`config.mk`:
```
export PLATFORM = sky130hd
export DESIGN_NAME = msc_top
export DESIGN_NICKNAME = d
export VERILOG_FILES = /design/src/rtl/msc_pkg.sv /design/src/rtl/msc_sync.sv /design/src/rtl/msc_top.sv
export SDC_FILE = /design/constraint.sdc
export NUM_CORES = 1
export LEC_CHECK = 0
export BUFFER_PORTS_ARGS = -buffer_cell sky130_fd_sc_hd__buf_2
export CORE_ASPECT_RATIO = 1.25
export CORE_MARGIN = 10
export CORE_UTILIZATION = 46
export DETAILED_ROUTE_END_ITERATION = 7
export PLACE_DENSITY_LB_ADDON = 0.25
export SYNTH_ARGS = -nofsm -noshare
export SYNTH_HDL_FRONTEND = slang
export SYNTH_HIERARCHICAL = 1
export SYNTH_SLANG_ARGS = --single-unit
```
`constraint.sdc`:
```
create_clock -name clk -period 3 [get_ports clk]
set_input_delay 0.6 -clock clk [delete_from_list [all_inputs] [get_ports clk]]
set_output_delay 0.6 -clock clk [all_outputs]
set_load 0.02 [all_outputs]
```
`src/rtl/msc_pkg.sv`:
```
// constants, pin bundle and state type shared by the sideband control block
// assumes a single 10 MHz clock and synchronous active-low reset
//
// Summary of operation
// select input low: module answers two-wire management bus commands.
// select input high: ignore all bus traffic, never ack or drive data.
// host uses each module's select input to pick one module per transaction.
// undriven select input reads high, so module stays deselected by default.
// reset pin low beyond minimum pulse: full reset, user settings to defaults.
// initialization interval starts at the rising edge ending the reset pulse.
// host ignores status bits until reset completion is signalled.
// reset completion shown by interrupt asserted with init pending bit clear.
// after power-up the completion interrupt is raised without a reset pulse.
// low power select high enters reduced power state, else ordinary state.
// present output is driven low whenever the module is inserted.
// interrupt output goes low on a fault or host-critical status.
// host reads status over the serial bus to find the interrupt cause.
// management memory answers at seven-bit bus address 1010000.
// interrupt held until causing flags are read, released when none remain.
// init pending set at every reset or power-up, cleared when init done.
`default_nettype none
package msc_pkg;

  localparam int CLK_NS        = 100;
  // minimum qualifying reset pulse, rounded up to whole cycles
  localparam int RESET_MIN_NS  = 10000;
  localparam int RESET_MIN_CYC = (RESET_MIN_NS + CLK_NS - 1) / CLK_NS;
  // initialization interval, rounded down to whole cycles
  localparam int INIT_NS       = 2000000;
  localparam int INIT_CYC      = INIT_NS / CLK_NS;

  localparam logic [6:0] DEV_ADDR    = 7'h50;
  localparam logic [7:0] ADDR_ID     = 8'h00;
  localparam logic [7:0] ADDR_STATUS = 8'h02;
  localparam logic [7:0] ADDR_FLAGS  = 8'h03;
  localparam logic [7:0] ADDR_MASK   = 8'h64;

  // identifier value is arbitrary
  localparam logic [7:0] ID_VAL      = 8'h5a;
  localparam logic [7:0] MASK_RST    = 8'h00;
  localparam logic [7:0] FLAGS_RST   = 8'h00;
  localparam int         PEND_BIT    = 0;
  localparam int         DONE_BIT    = 0;
  localparam int         FAULT_W     = 7;

  typedef struct packed {
    logic scl;
    logic sda;
    logic sel_n;
    logic rst_n;
    logic lp;
  } msc_pins_t;

  // pin levels assumed before the first sample
  localparam msc_pins_t PIN_RST = '{scl: 1'b1, sda: 1'b1, sel_n: 1'b1,
                                    rst_n: 1'b1, lp: 1'b0};

  typedef enum logic [2:0] {
    ST_IDLE,
    ST_ADDR,
    ST_AACK,
    ST_WR,
    ST_WACK,
    ST_RD,
    ST_RACK
  } msc_state_t;

endpackage
`default_nettype wire

```
`src/rtl/msc_sync.sv`:
```
// two-flop synchroniser for a bundle of asynchronous pin levels
// assumes each bit is an independent level; no bus coherency is implied
`timescale 1ns/1ps
`default_nettype none
module msc_sync #(
  parameter int             W       = 1,
  parameter logic [W-1:0]   RST_VAL = '0
) (
  input  wire logic         clk,
  input  wire logic         rst_b,
  input  wire logic [W-1:0] d,
  output logic      [W-1:0] q
);

  // refused at elaboration: a zero-width bundle has nothing to carry
  if (W < 1) begin : g_bad_w
    $error("msc_sync: W must be at least 1");
  end

  genvar i;
  generate
    for (i = 0; i < W; i++) begin : g_bit
      logic meta_r;
      always_ff @(posedge clk) begin
        if (!rst_b) begin
          meta_r <= RST_VAL[i];
          q[i]   <= RST_VAL[i];
        end else begin
          meta_r <= d[i];
          q[i]   <= meta_r;
        end
      end
    end
  endgenerate

endmodule
`default_nettype wire

```
`src/rtl/msc_top.sv`:
```
// management sideband control: select-gated serial slave, module reset and
// init sequencing, low power, presence and interrupt
// assumes pins are asynchronous to clk; the bench resolves open-drain wires
`timescale 1ns/1ps
`default_nettype none
module msc_top
  import msc_pkg::*;
#(
  parameter int RESET_MIN_CYCLES = RESET_MIN_CYC,
  parameter int INIT_CYCLES      = INIT_CYC
) (
  input  wire logic               clk,
  input  wire logic               rst_b,
  input  wire logic               module_select_n,
  input  wire logic               module_reset_n,
  input  wire logic               low_power_select,
  input  wire logic               scl_in,
  input  wire logic               sda_in,
  input  wire logic [FAULT_W-1:0] fault_evt,
  output logic                    sda_out,
  output logic                    sda_oe_n,
  output logic                    interrupt_n,
  output logic                    module_present_n,
  output logic                    low_power_active,
  output logic                    init_pending_flag
);

  localparam int RCW = $clog2(RESET_MIN_CYCLES + 1);
  localparam int ICW = $clog2(INIT_CYCLES + 1);
  localparam logic [RCW-1:0] RC_LAST = RCW'(RESET_MIN_CYCLES - 1);
  localparam logic [ICW-1:0] IC_LAST = ICW'(INIT_CYCLES - 1);

  if (RESET_MIN_CYCLES < 1) begin : g_bad_rmin
    $error("msc_top: RESET_MIN_CYCLES below 1");
  end
  if (INIT_CYCLES < 1) begin : g_bad_init
    $error("msc_top: INIT_CYCLES below 1");
  end

  msc_pins_t pins_raw;
  msc_pins_t pins_s;

  assign pins_raw = '{scl: scl_in, sda: sda_in, sel_n: module_select_n,
                      rst_n: module_reset_n, lp: low_power_select};

  // select resets to high so we stay deselected until the pin has been sampled
  msc_sync #(
    .W       ($bits(msc_pins_t)),
    .RST_VAL (PIN_RST)
  ) u_sync (
    .clk   (clk),
    .rst_b (rst_b),
    .d     (pins_raw),
    .q     (pins_s)
  );

  // bus edge detection
  logic scl_d_r;
  logic sda_d_r;
  logic scl_rise;
  logic scl_fall;
  logic bus_start;
  logic bus_stop;

  always_ff @(posedge clk) begin
    if (!rst_b) begin
      scl_d_r <= 1'b1;
      sda_d_r <= 1'b1;
    end else begin
      scl_d_r <= pins_s.scl;
      sda_d_r <= pins_s.sda;
    end
  end

  assign scl_rise  = pins_s.scl & ~scl_d_r;
  assign scl_fall  = ~pins_s.scl & scl_d_r;
  assign bus_start = pins_s.scl & scl_d_r & sda_d_r & ~pins_s.sda;
  assign bus_stop  = pins_s.scl & scl_d_r & ~sda_d_r & pins_s.sda;

  // module reset pulse qualification
  logic [RCW-1:0] low_cnt_r;
  logic           armed_r;
  logic           full_rst;

  always_ff @(posedge clk) begin
    if (!rst_b) begin
      low_cnt_r <= '0;
      armed_r   <= 1'b0;
    end else if (!pins_s.rst_n) begin
      if (!armed_r) begin
        if (low_cnt_r == RC_LAST) begin
          armed_r <= 1'b1;
        end else begin
          low_cnt_r <= low_cnt_r + RCW'(1);
        end
      end
    end else begin
      // a pulse shorter than the minimum is simply forgotten
      low_cnt_r <= '0;
      armed_r   <= 1'b0;
    end
  end

  // held for as long as a qualified pulse keeps the pin low
  assign full_rst = armed_r & ~pins_s.rst_n;

  // initialization interval
  logic [ICW-1:0] init_cnt_r;
  logic           init_busy_r;
  logic           init_done;

  always_ff @(posedge clk) begin
    if (!rst_b) begin
      init_busy_r <= 1'b1;
      init_cnt_r  <= '0;
    end else if (full_rst) begin
      init_busy_r <= 1'b1;
      init_cnt_r  <= '0;
    end else if (init_busy_r) begin
      // counting restarts from zero on the first cycle the pin reads high again
      if (init_cnt_r == IC_LAST) begin
        init_busy_r <= 1'b0;
      end else begin
        init_cnt_r <= init_cnt_r + ICW'(1);
      end
    end
  end

  assign init_done         = init_busy_r & ~full_rst & (init_cnt_r == IC_LAST);
  assign init_pending_flag = init_busy_r;

  // serial slave
  msc_state_t st_r;
  logic [7:0] sh_r;
  logic [7:0] tx_r;
  logic [7:0] ptr_r;
  logic [2:0] cnt_r;
  logic       full_r;
  logic       rw_r;
  logic       first_r;
  logic       nack_r;
  logic       oe_n_r;
  logic [7:0] flags_r;
  logic [7:0] mask_r;
  logic       bus_go;
  logic       load_now;
  logic       wr_now;
  logic [7:0] rd_val;
  logic [7:0] rd_clr;
  logic [7:0] flag_set;

  assign bus_go   = ~pins_s.sel_n & ~bus_start & ~bus_stop & ~full_rst;
  assign load_now = bus_go & scl_fall &
                    (((st_r == ST_AACK) & rw_r) | ((st_r == ST_RACK) & ~nack_r));
  assign wr_now   = bus_go & scl_fall & (st_r == ST_WR) & full_r & ~first_r;

  always_comb begin
    case (ptr_r)
      ADDR_ID:     rd_val = ID_VAL;
      // host must not trust the rest while this bit is set
      ADDR_STATUS: rd_val = {7'h00, init_busy_r};
      ADDR_FLAGS:  rd_val = flags_r;
      ADDR_MASK:   rd_val = mask_r;
      default:     rd_val = 8'h00;
    endcase
  end

  always_ff @(posedge clk) begin
    if (!rst_b || full_rst) begin
      st_r    <= ST_IDLE;
      sh_r    <= 8'h00;
      tx_r    <= 8'h00;
      ptr_r   <= 8'h00;
      cnt_r   <= 3'h0;
      full_r  <= 1'b0;
      rw_r    <= 1'b0;
      first_r <= 1'b1;
      nack_r  <= 1'b0;
      oe_n_r  <= 1'b1;
    end else if (pins_s.sel_n) begin
      st_r   <= ST_IDLE;
      oe_n_r <= 1'b1;
    end else if (bus_start) begin
      st_r   <= ST_ADDR;
      cnt_r  <= 3'h0;
      full_r <= 1'b0;
      oe_n_r <= 1'b1;
    end else if (bus_stop) begin
      st_r   <= ST_IDLE;
      oe_n_r <= 1'b1;
    end else begin
      case (st_r)
        ST_ADDR, ST_WR: begin
          if (scl_rise) begin
            sh_r   <= {sh_r[6:0], pins_s.sda};
            cnt_r  <= cnt_r + 3'h1;
            full_r <= (cnt_r == 3'h7);
          end else if (scl_fall && full_r) begin
            full_r <= 1'b0;
            if (st_r == ST_ADDR) begin
              if (sh_r[7:1] == DEV_ADDR) begin
                oe_n_r <= 1'b0;
                rw_r   <= sh_r[0];
                st_r   <= ST_AACK;
              end else begin
                st_r <= ST_IDLE;
              end
            end else begin
              oe_n_r  <= 1'b0;
              first_r <= 1'b0;
              ptr_r   <= first_r ? sh_r : ptr_r + 8'h01;
              st_r    <= ST_WACK;
            end
          end
        end
        ST_AACK, ST_RACK: begin
          if (scl_rise && st_r == ST_RACK) begin
            nack_r <= pins_s.sda;
          end else if (scl_fall) begin
            if (st_r == ST_AACK && !rw_r) begin
              oe_n_r  <= 1'b1;
              first_r <= 1'b1;
              cnt_r   <= 3'h0;
              st_r    <= ST_WR;
            end else if (st_r == ST_RACK && nack_r) begin
              oe_n_r <= 1'b1;
              st_r   <= ST_IDLE;
            end else begin
              tx_r   <= rd_val;
              oe_n_r <= rd_val[7];
              ptr_r  <= ptr_r + 8'h01;
              cnt_r  <= 3'h0;
              st_r   <= ST_RD;
            end
          end
        end
        ST_RD: begin
          if (scl_fall) begin
            cnt_r <= cnt_r + 3'h1;
            if (cnt_r == 3'h7) begin
              oe_n_r <= 1'b1;
              nack_r <= 1'b0;
              st_r   <= ST_RACK;
            end else begin
              oe_n_r <= tx_r[6];
              tx_r   <= {tx_r[6:0], 1'b0};
            end
          end
        end
        ST_WACK: begin
          if (scl_fall) begin
            oe_n_r <= 1'b1;
            cnt_r  <= 3'h0;
            st_r   <= ST_WR;
          end
        end
        default: begin
          oe_n_r <= 1'b1;
        end
      endcase
    end
  end

  // flags clear on read, but a new event in the same cycle survives
  assign rd_clr   = (load_now && ptr_r == ADDR_FLAGS) ? flags_r : 8'h00;
  assign flag_set = {fault_evt, init_done};

  always_ff @(posedge clk) begin
    if (!rst_b || full_rst) begin
      flags_r <= FLAGS_RST;
    end else begin
      flags_r <= (flags_r & ~rd_clr) | flag_set;
    end
  end

  // user setting, back to default on every full reset
  always_ff @(posedge clk) begin
    if (!rst_b || full_rst) begin
      mask_r <= MASK_RST;
    end else if (wr_now && ptr_r == ADDR_MASK) begin
      mask_r <= sh_r;
    end
  end

  // pin outputs, all registered
  logic sda_out_r;
  logic int_n_r;
  logic present_n_r;
  logic lp_r;

  always_ff @(posedge clk) begin
    if (!rst_b) begin
      sda_out_r   <= 1'b0;
      int_n_r     <= 1'b1;
      present_n_r <= 1'b0;
      lp_r        <= 1'b0;
    end else begin
      sda_out_r   <= 1'b0;
      // released once every unmasked flag has been read away
      int_n_r     <= ~|(flags_r & ~mask_r);
      present_n_r <= 1'b0;
      lp_r        <= pins_s.lp;
    end
  end

  assign sda_out          = sda_out_r;
  assign sda_oe_n         = oe_n_r;
  assign interrupt_n      = int_n_r;
  assign module_present_n = present_n_r;
  assign low_power_active = lp_r;

endmodule
`default_nettype wire

```
; Yosys cells after proc, flatten, opt, wreduce, memory -nomap -nowiden
; Index checks and enable logic that the tools add are counted.
[word_totals]
regBits = 88
in_bits = 14
[classes]
reduce_logical = 38
eq_ne = 41
mux = 74
n_addsub = 4
bitwise = 42
[op_table]
columns = operator, count
row1 = two-way mux 8 bit, 9
row2 = two-way mux 3 bit, 19
row3 = two-way mux 7 bit, 6
row4 = != test 4 bit (second input constant), 8
row5 = case mux 8 bit (4 select lines), 1
row6 = two-way mux 1 bit, 31
row7 = != test 2 bit (second input constant), 14
row8 = case mux 3 bit (4 select lines), 2
row9 = AND reduction 8 bit, 3
row10 = AND 1 bit, 20
row11 = AND reduction 10 bit, 2
row12 = != test 3 bit (second input constant), 6
row13 = AND 8 bit, 2
row14 = equality test 8 x 2 -> 1 bit (second input constant), 2
row15 = NOT 1 bit, 16
row16 = NOT 8 bit, 2
row17 = case mux 8 bit (2 select lines), 1
row18 = adder 15 x 1 -> 15 bit (second input constant), 1
row19 = equality test 15 bit (second input constant), 1
row20 = equality test 7 bit (second input constant), 2
row21 = case mux 7 bit (2 select lines), 1
row22 = AND reduction 7 bit, 2
row23 = equality test 3 bit (second input constant), 4
row24 = AND reduction 11 bit, 1
row25 = other kinds (27), 43

; Logic depth before layout (Yosys ltp)
[depth]
word_depth = 14
ltp_mapped = 8
depth_no_buf = 7

; Modules after synthesis
; Netlist, hierarchy kept.
[modules_own_cells]
columns = module, seq_area_each_um2, area_per_inst_um2, instances, cells_each
row1 = msc_top, 1561.5, 3981.3, 1, 470
row2 = msc_sync, 200.2, 262.8, 1, 20

; Least setup slack after synthesis
; Ideal clock, no wire load.
[synth_timing]
path_kind = reg2reg
start = register ptr_r[0]
end = register mask_r[0]
slack_ns = 1.077
setup_ns = 0.114
n_path_buf = 1
required_time_ns = 2.886
t_arrival_ns = 1.809
path_stages_with_launch = 9
cell_sequence = dfxtp_1 inv_1 ha_1 nand4_1 or4_1 or3_1 buf_6 mux2i_1 nor2_1
[synth_via]
elab_chain_len = 2
[synth_rtl]
columns = item, line
row1 = from (decl), msc_top.sv:136  ; logic [7:0] ptr_r;
row2 = from (signal assigned), msc_top.sv:211  ; ptr_r <= first_r ? sh_r : ptr_r + 8'h01;
row3 = from (signal assigned), msc_top.sv:231  ; ptr_r <= ptr_r + 8'h01;
row4 = equality test 8 x 7 -> 1 bit, msc_top.sv:280  ; end else if (wr_now && ptr_r == ADDR_MASK) begin
row5 = logical AND 1 bit, msc_top.sv:280
row6 = to (signal assigned), msc_top.sv:281  ; mask_r <= sh_r;
row7 = to (decl), msc_top.sv:144  ; logic [7:0] mask_r;
; No other way between the ends.
; A chain may end at the register's enable or synchronous reset.

; Final worst setup path
[layout_timing]
start = register ptr_r[0]
end = register mask_r[3]
; Same word-level chain as after synthesis.

==> run_results.csv <==
group,metric,value,unit
setup_path,rr_startpoint,"ptr_r[0]",
grt,grt_pass1_vias,3301,
logic_synthesis,synth_area,4240,um^2
logic_synthesis,yosysTopAreaCell,"dfxtp_1",
logic_synthesis,ys_types,59,
sta,final-setup-viol-count,0,
floorplan,ios,20,
hold_path,hp-class,"reg2reg",
logic_synthesis,ys_seq_area_share,41.5,%
setup_path,worstPathArrival,2430,ps
logic_synthesis,async_flop_share,0,%
grt,gr-total-overflow,0,
cts,cts_buffers,9,
detailed_routing,drt_wl_total,9.30,mm
sta,report.final.slew_viol_count,0,
logic_synthesis,synth_edf_count,0,
grt,grt_max_degree,33,
logic_synthesis,synth_most_common_cell,"dfxtp_1",
power_and_ir_drop,power_density,534,nW/um^2
logic_synthesis,ys.flop_type,"dfxtp_1",
logic_synthesis,synth_simple_gate_area_share,25.4,%
logic_synthesis,synthAdderAreaFrac,2.06,%
placement,routabilityCongestion,0.890,
floorplan,core.rowCount,39,
power_and_ir_drop,total_power,2500,uW
detailed_routing,drtAntennaViolNets,0,
sta,rsz0062_at_grt,"false",
placement,hpwlAfterDp,6.64,mm
placement,portBuffers,17,
floorplan,core_area,9080,um^2
sta,tns,0,ps
power_and_ir_drop,power.internal,1960,uW
power_and_ir_drop,vdd_drop_max,0.000298,V
grt,antenna_found_initial,0,
sta,fmax,453,MHz
cts,path_clk_slew,70,ps
logic_synthesis,synth_top_area_share,41.5,%
power_and_ir_drop,seq_power_share,48.1,%
floorplan,start_util,46.8,%
setup_path,cp_max_fo,8,
setup_path,r2r_slack,790,ps
logic_synthesis,ys_ff_latch,88,
cts,cts_setup_buffers,0,
logic_synthesis,muxShareOfSynthArea,6.13,%
logic_synthesis,synth-compound-area-share,14.9,%
final_layout,drive_gt1_share,9.11,%
detailed_routing,wl_per_cell,14.8,um
sta,finalCritPeriodShare,73.6,%
sta,fin_ws,793,ps
grt,grt_usage,14.1,%
sta,maxSlewHeadroom,50.9,%
floorplan,die_area,13500,um^2
setup_path,cp-startpoint,"ptr_r[0]",
detailed_routing,vias,3481,
setup_path,critical_path_required,3220,ps
power_and_ir_drop,leakage,0.00179,uW
floorplan,die_w,106,um
sta,max_slew.worst_pin.slew,733,ps
final_layout,fill_cells,889,
run_status,status,"finished, final reports clean",
logic_synthesis,ys_warn_count,6,
logic_synthesis,yosys-top-cells-area,"dfxtp_1 42%, mux2i_1 6.1%, nor2_1 5.8%, nand2_1 3.4%, a21oi_1 3.2%",
grt,grt_pass1_wl,15.9,mm
final_layout,area_delta_synth_final,10.1,%
sta,period_minus_slack,2210,ps
cts,cts_tree,"yes",
sta,hold_violations,0,
detailed_routing,viasPerCell,5.54,
logic_synthesis,syn_area_per_cell,8.66,um^2
logic_synthesis,synth_commonest_cells,"88 x dfxtp_1, 66 x nor2_1, 38 x nand2_1",
cts,clock_latency,340,ps
logic_synthesis,synth_top_family_by_area,"simple AND/OR/NAND/NOR gates",
detailed_routing,first_iter_violations,329,
power_and_ir_drop,p_sw,541,uW
cts,ctsHoldBuffers,0,
cts,root_buffer,"clkbuf_16",
detailed_routing,drc,0,
final_layout,diodes,0,
detailed_routing,drtPass1Iterations,5,
setup_path,worstSetupStartpointType,"register",
run,drv_cap,0,
logic_synthesis,netlist_instances,490,
sta,hold_ws,405,ps
cts,clock-sinks,88,
power_and_ir_drop,p_comb_share,3.1,%
cts,h-tree-depth,3,
sta,worst_clock_skew,7.24,ps
power_and_ir_drop,switching_share,21.7,%
power_and_ir_drop,power_frac_clock,48.8,%
hold_path,min_from,"u_sync/g_bit[4].meta_r",
final_layout,layout.nets,521,
placement,preCtsSetupSlack,811,ps
setup_path,crit_type,"reg2reg",
cts,clock_path_buffers,2,
floorplan,die-height,127,um
setup_path,endpoint_kind,"register",
cts,ctsResizeCount,0,
logic_synthesis,synth_xor_area_share,4.33,%
## layout by cell type, fill, tap and decap left out, drive strengths merged, types with 4 or more instances in the layout
cell type and instances:
nand2 38, dfxtp 88, nand3 22, nand4 5, mux2i 26, o21ai 16, o2bb2ai 5, nor3 10
xor2 11, a21oi 27, nand2b 18, xnor2 10, o31ai 4, nor2 66, inv 19, nor3b 5
nor2b 9, o211ai 4, clkbuf 9, and2 12, ha 7, o22ai 7, nor4 5, buf 22
and3 8
## power groups by stage
stage,clock network (uW),logic [uW],registers [uW]
after floorplan,0,58.3,1220
after global placement,0,76.3,1230
after detailed placement,0,77.3,1230
after CTS,1240,77.2,1200
after global routing,1300,86.9,1200
final,1220,76.7,1200
## flip-flops by register name, indices dropped and copies added, names as in the netlist, 5 cells and up
register,flops
init_cnt_r,15
flags_r,8
mask_r,8
ptr_r,8
sh_r,8
low_cnt_r,7
tx_r,7
u_sync/g_bit.meta_r,5
u_sync/q,5
## layout make-up
| class | instances | area, um^2 | area share [%] |
|---|---|---|---|
| repair buffers | 22 | 123 | 2.62 |
| flip-flops and latches | 88 | 1760 | 37.7 |
| inverters | 16 | 60.1 | 1.29 |
| clock buffers | 9 | 225 | 4.82 |
| well taps | 123 | 154 | 3.29 |
| clock inverters | 7 | 101 | 2.17 |
| multi-input cells | 363 | 2250 | 48.1 |
## worst paths after layout
| path | endpoint | depth (start not counted) |
|---|---|---|
| worst max-delay path | mask_r[3] | 7 |
| worst min-delay path | u_sync/q[4] | 1 |
| worst max register to register | mask_r[3] | 7 |
| worst min register to register | u_sync/q[4] | 1 |
## kinds of logic (layout without fill, tap and decap cells)
kind of cell | Yosys count | after routing
fa+ha+maj | 7 | 7
flops | 88 | 88
buf+inv | 40 | 54
xor+xnor | 21 | 21
mux | 26 | 26
simple gates | 213 | 213
compound gates | 94 | 94
other cells | 1 | 2
## critical path: stages, from the launching register on
cell     delay (ps)
dfxtp_1         340
inv_1           110
ha_1            190
nand4_1         140
or4_1           440
or3_1           590
mux2i_1         230
nor2_1           50
## routing by layer
metal  global-route usage (%)  wire length (um)  up-vias  part of all wire (%)
met4                     7.58               214        0                   2.3
met1                     16.9              4090     1628                    44
met2                     23.0              4640       85                    50
met3                     3.37               346       18                   3.7
met5                        0                 0        -                     0
li1                         -                 -     1750                     -
## through the flow
stage	instance area, um^2	cells	util, %
3_5_place_dp	4350	612	47.9
2_1_floorplan	4250	491	-
4_1_cts	4670	628	51.5
5_1_grt	4670	628	51.5
6_report	4670	628	51.5
3_3_place_gp	4350	612	47.9
Power figures use the tool's default switching activity.
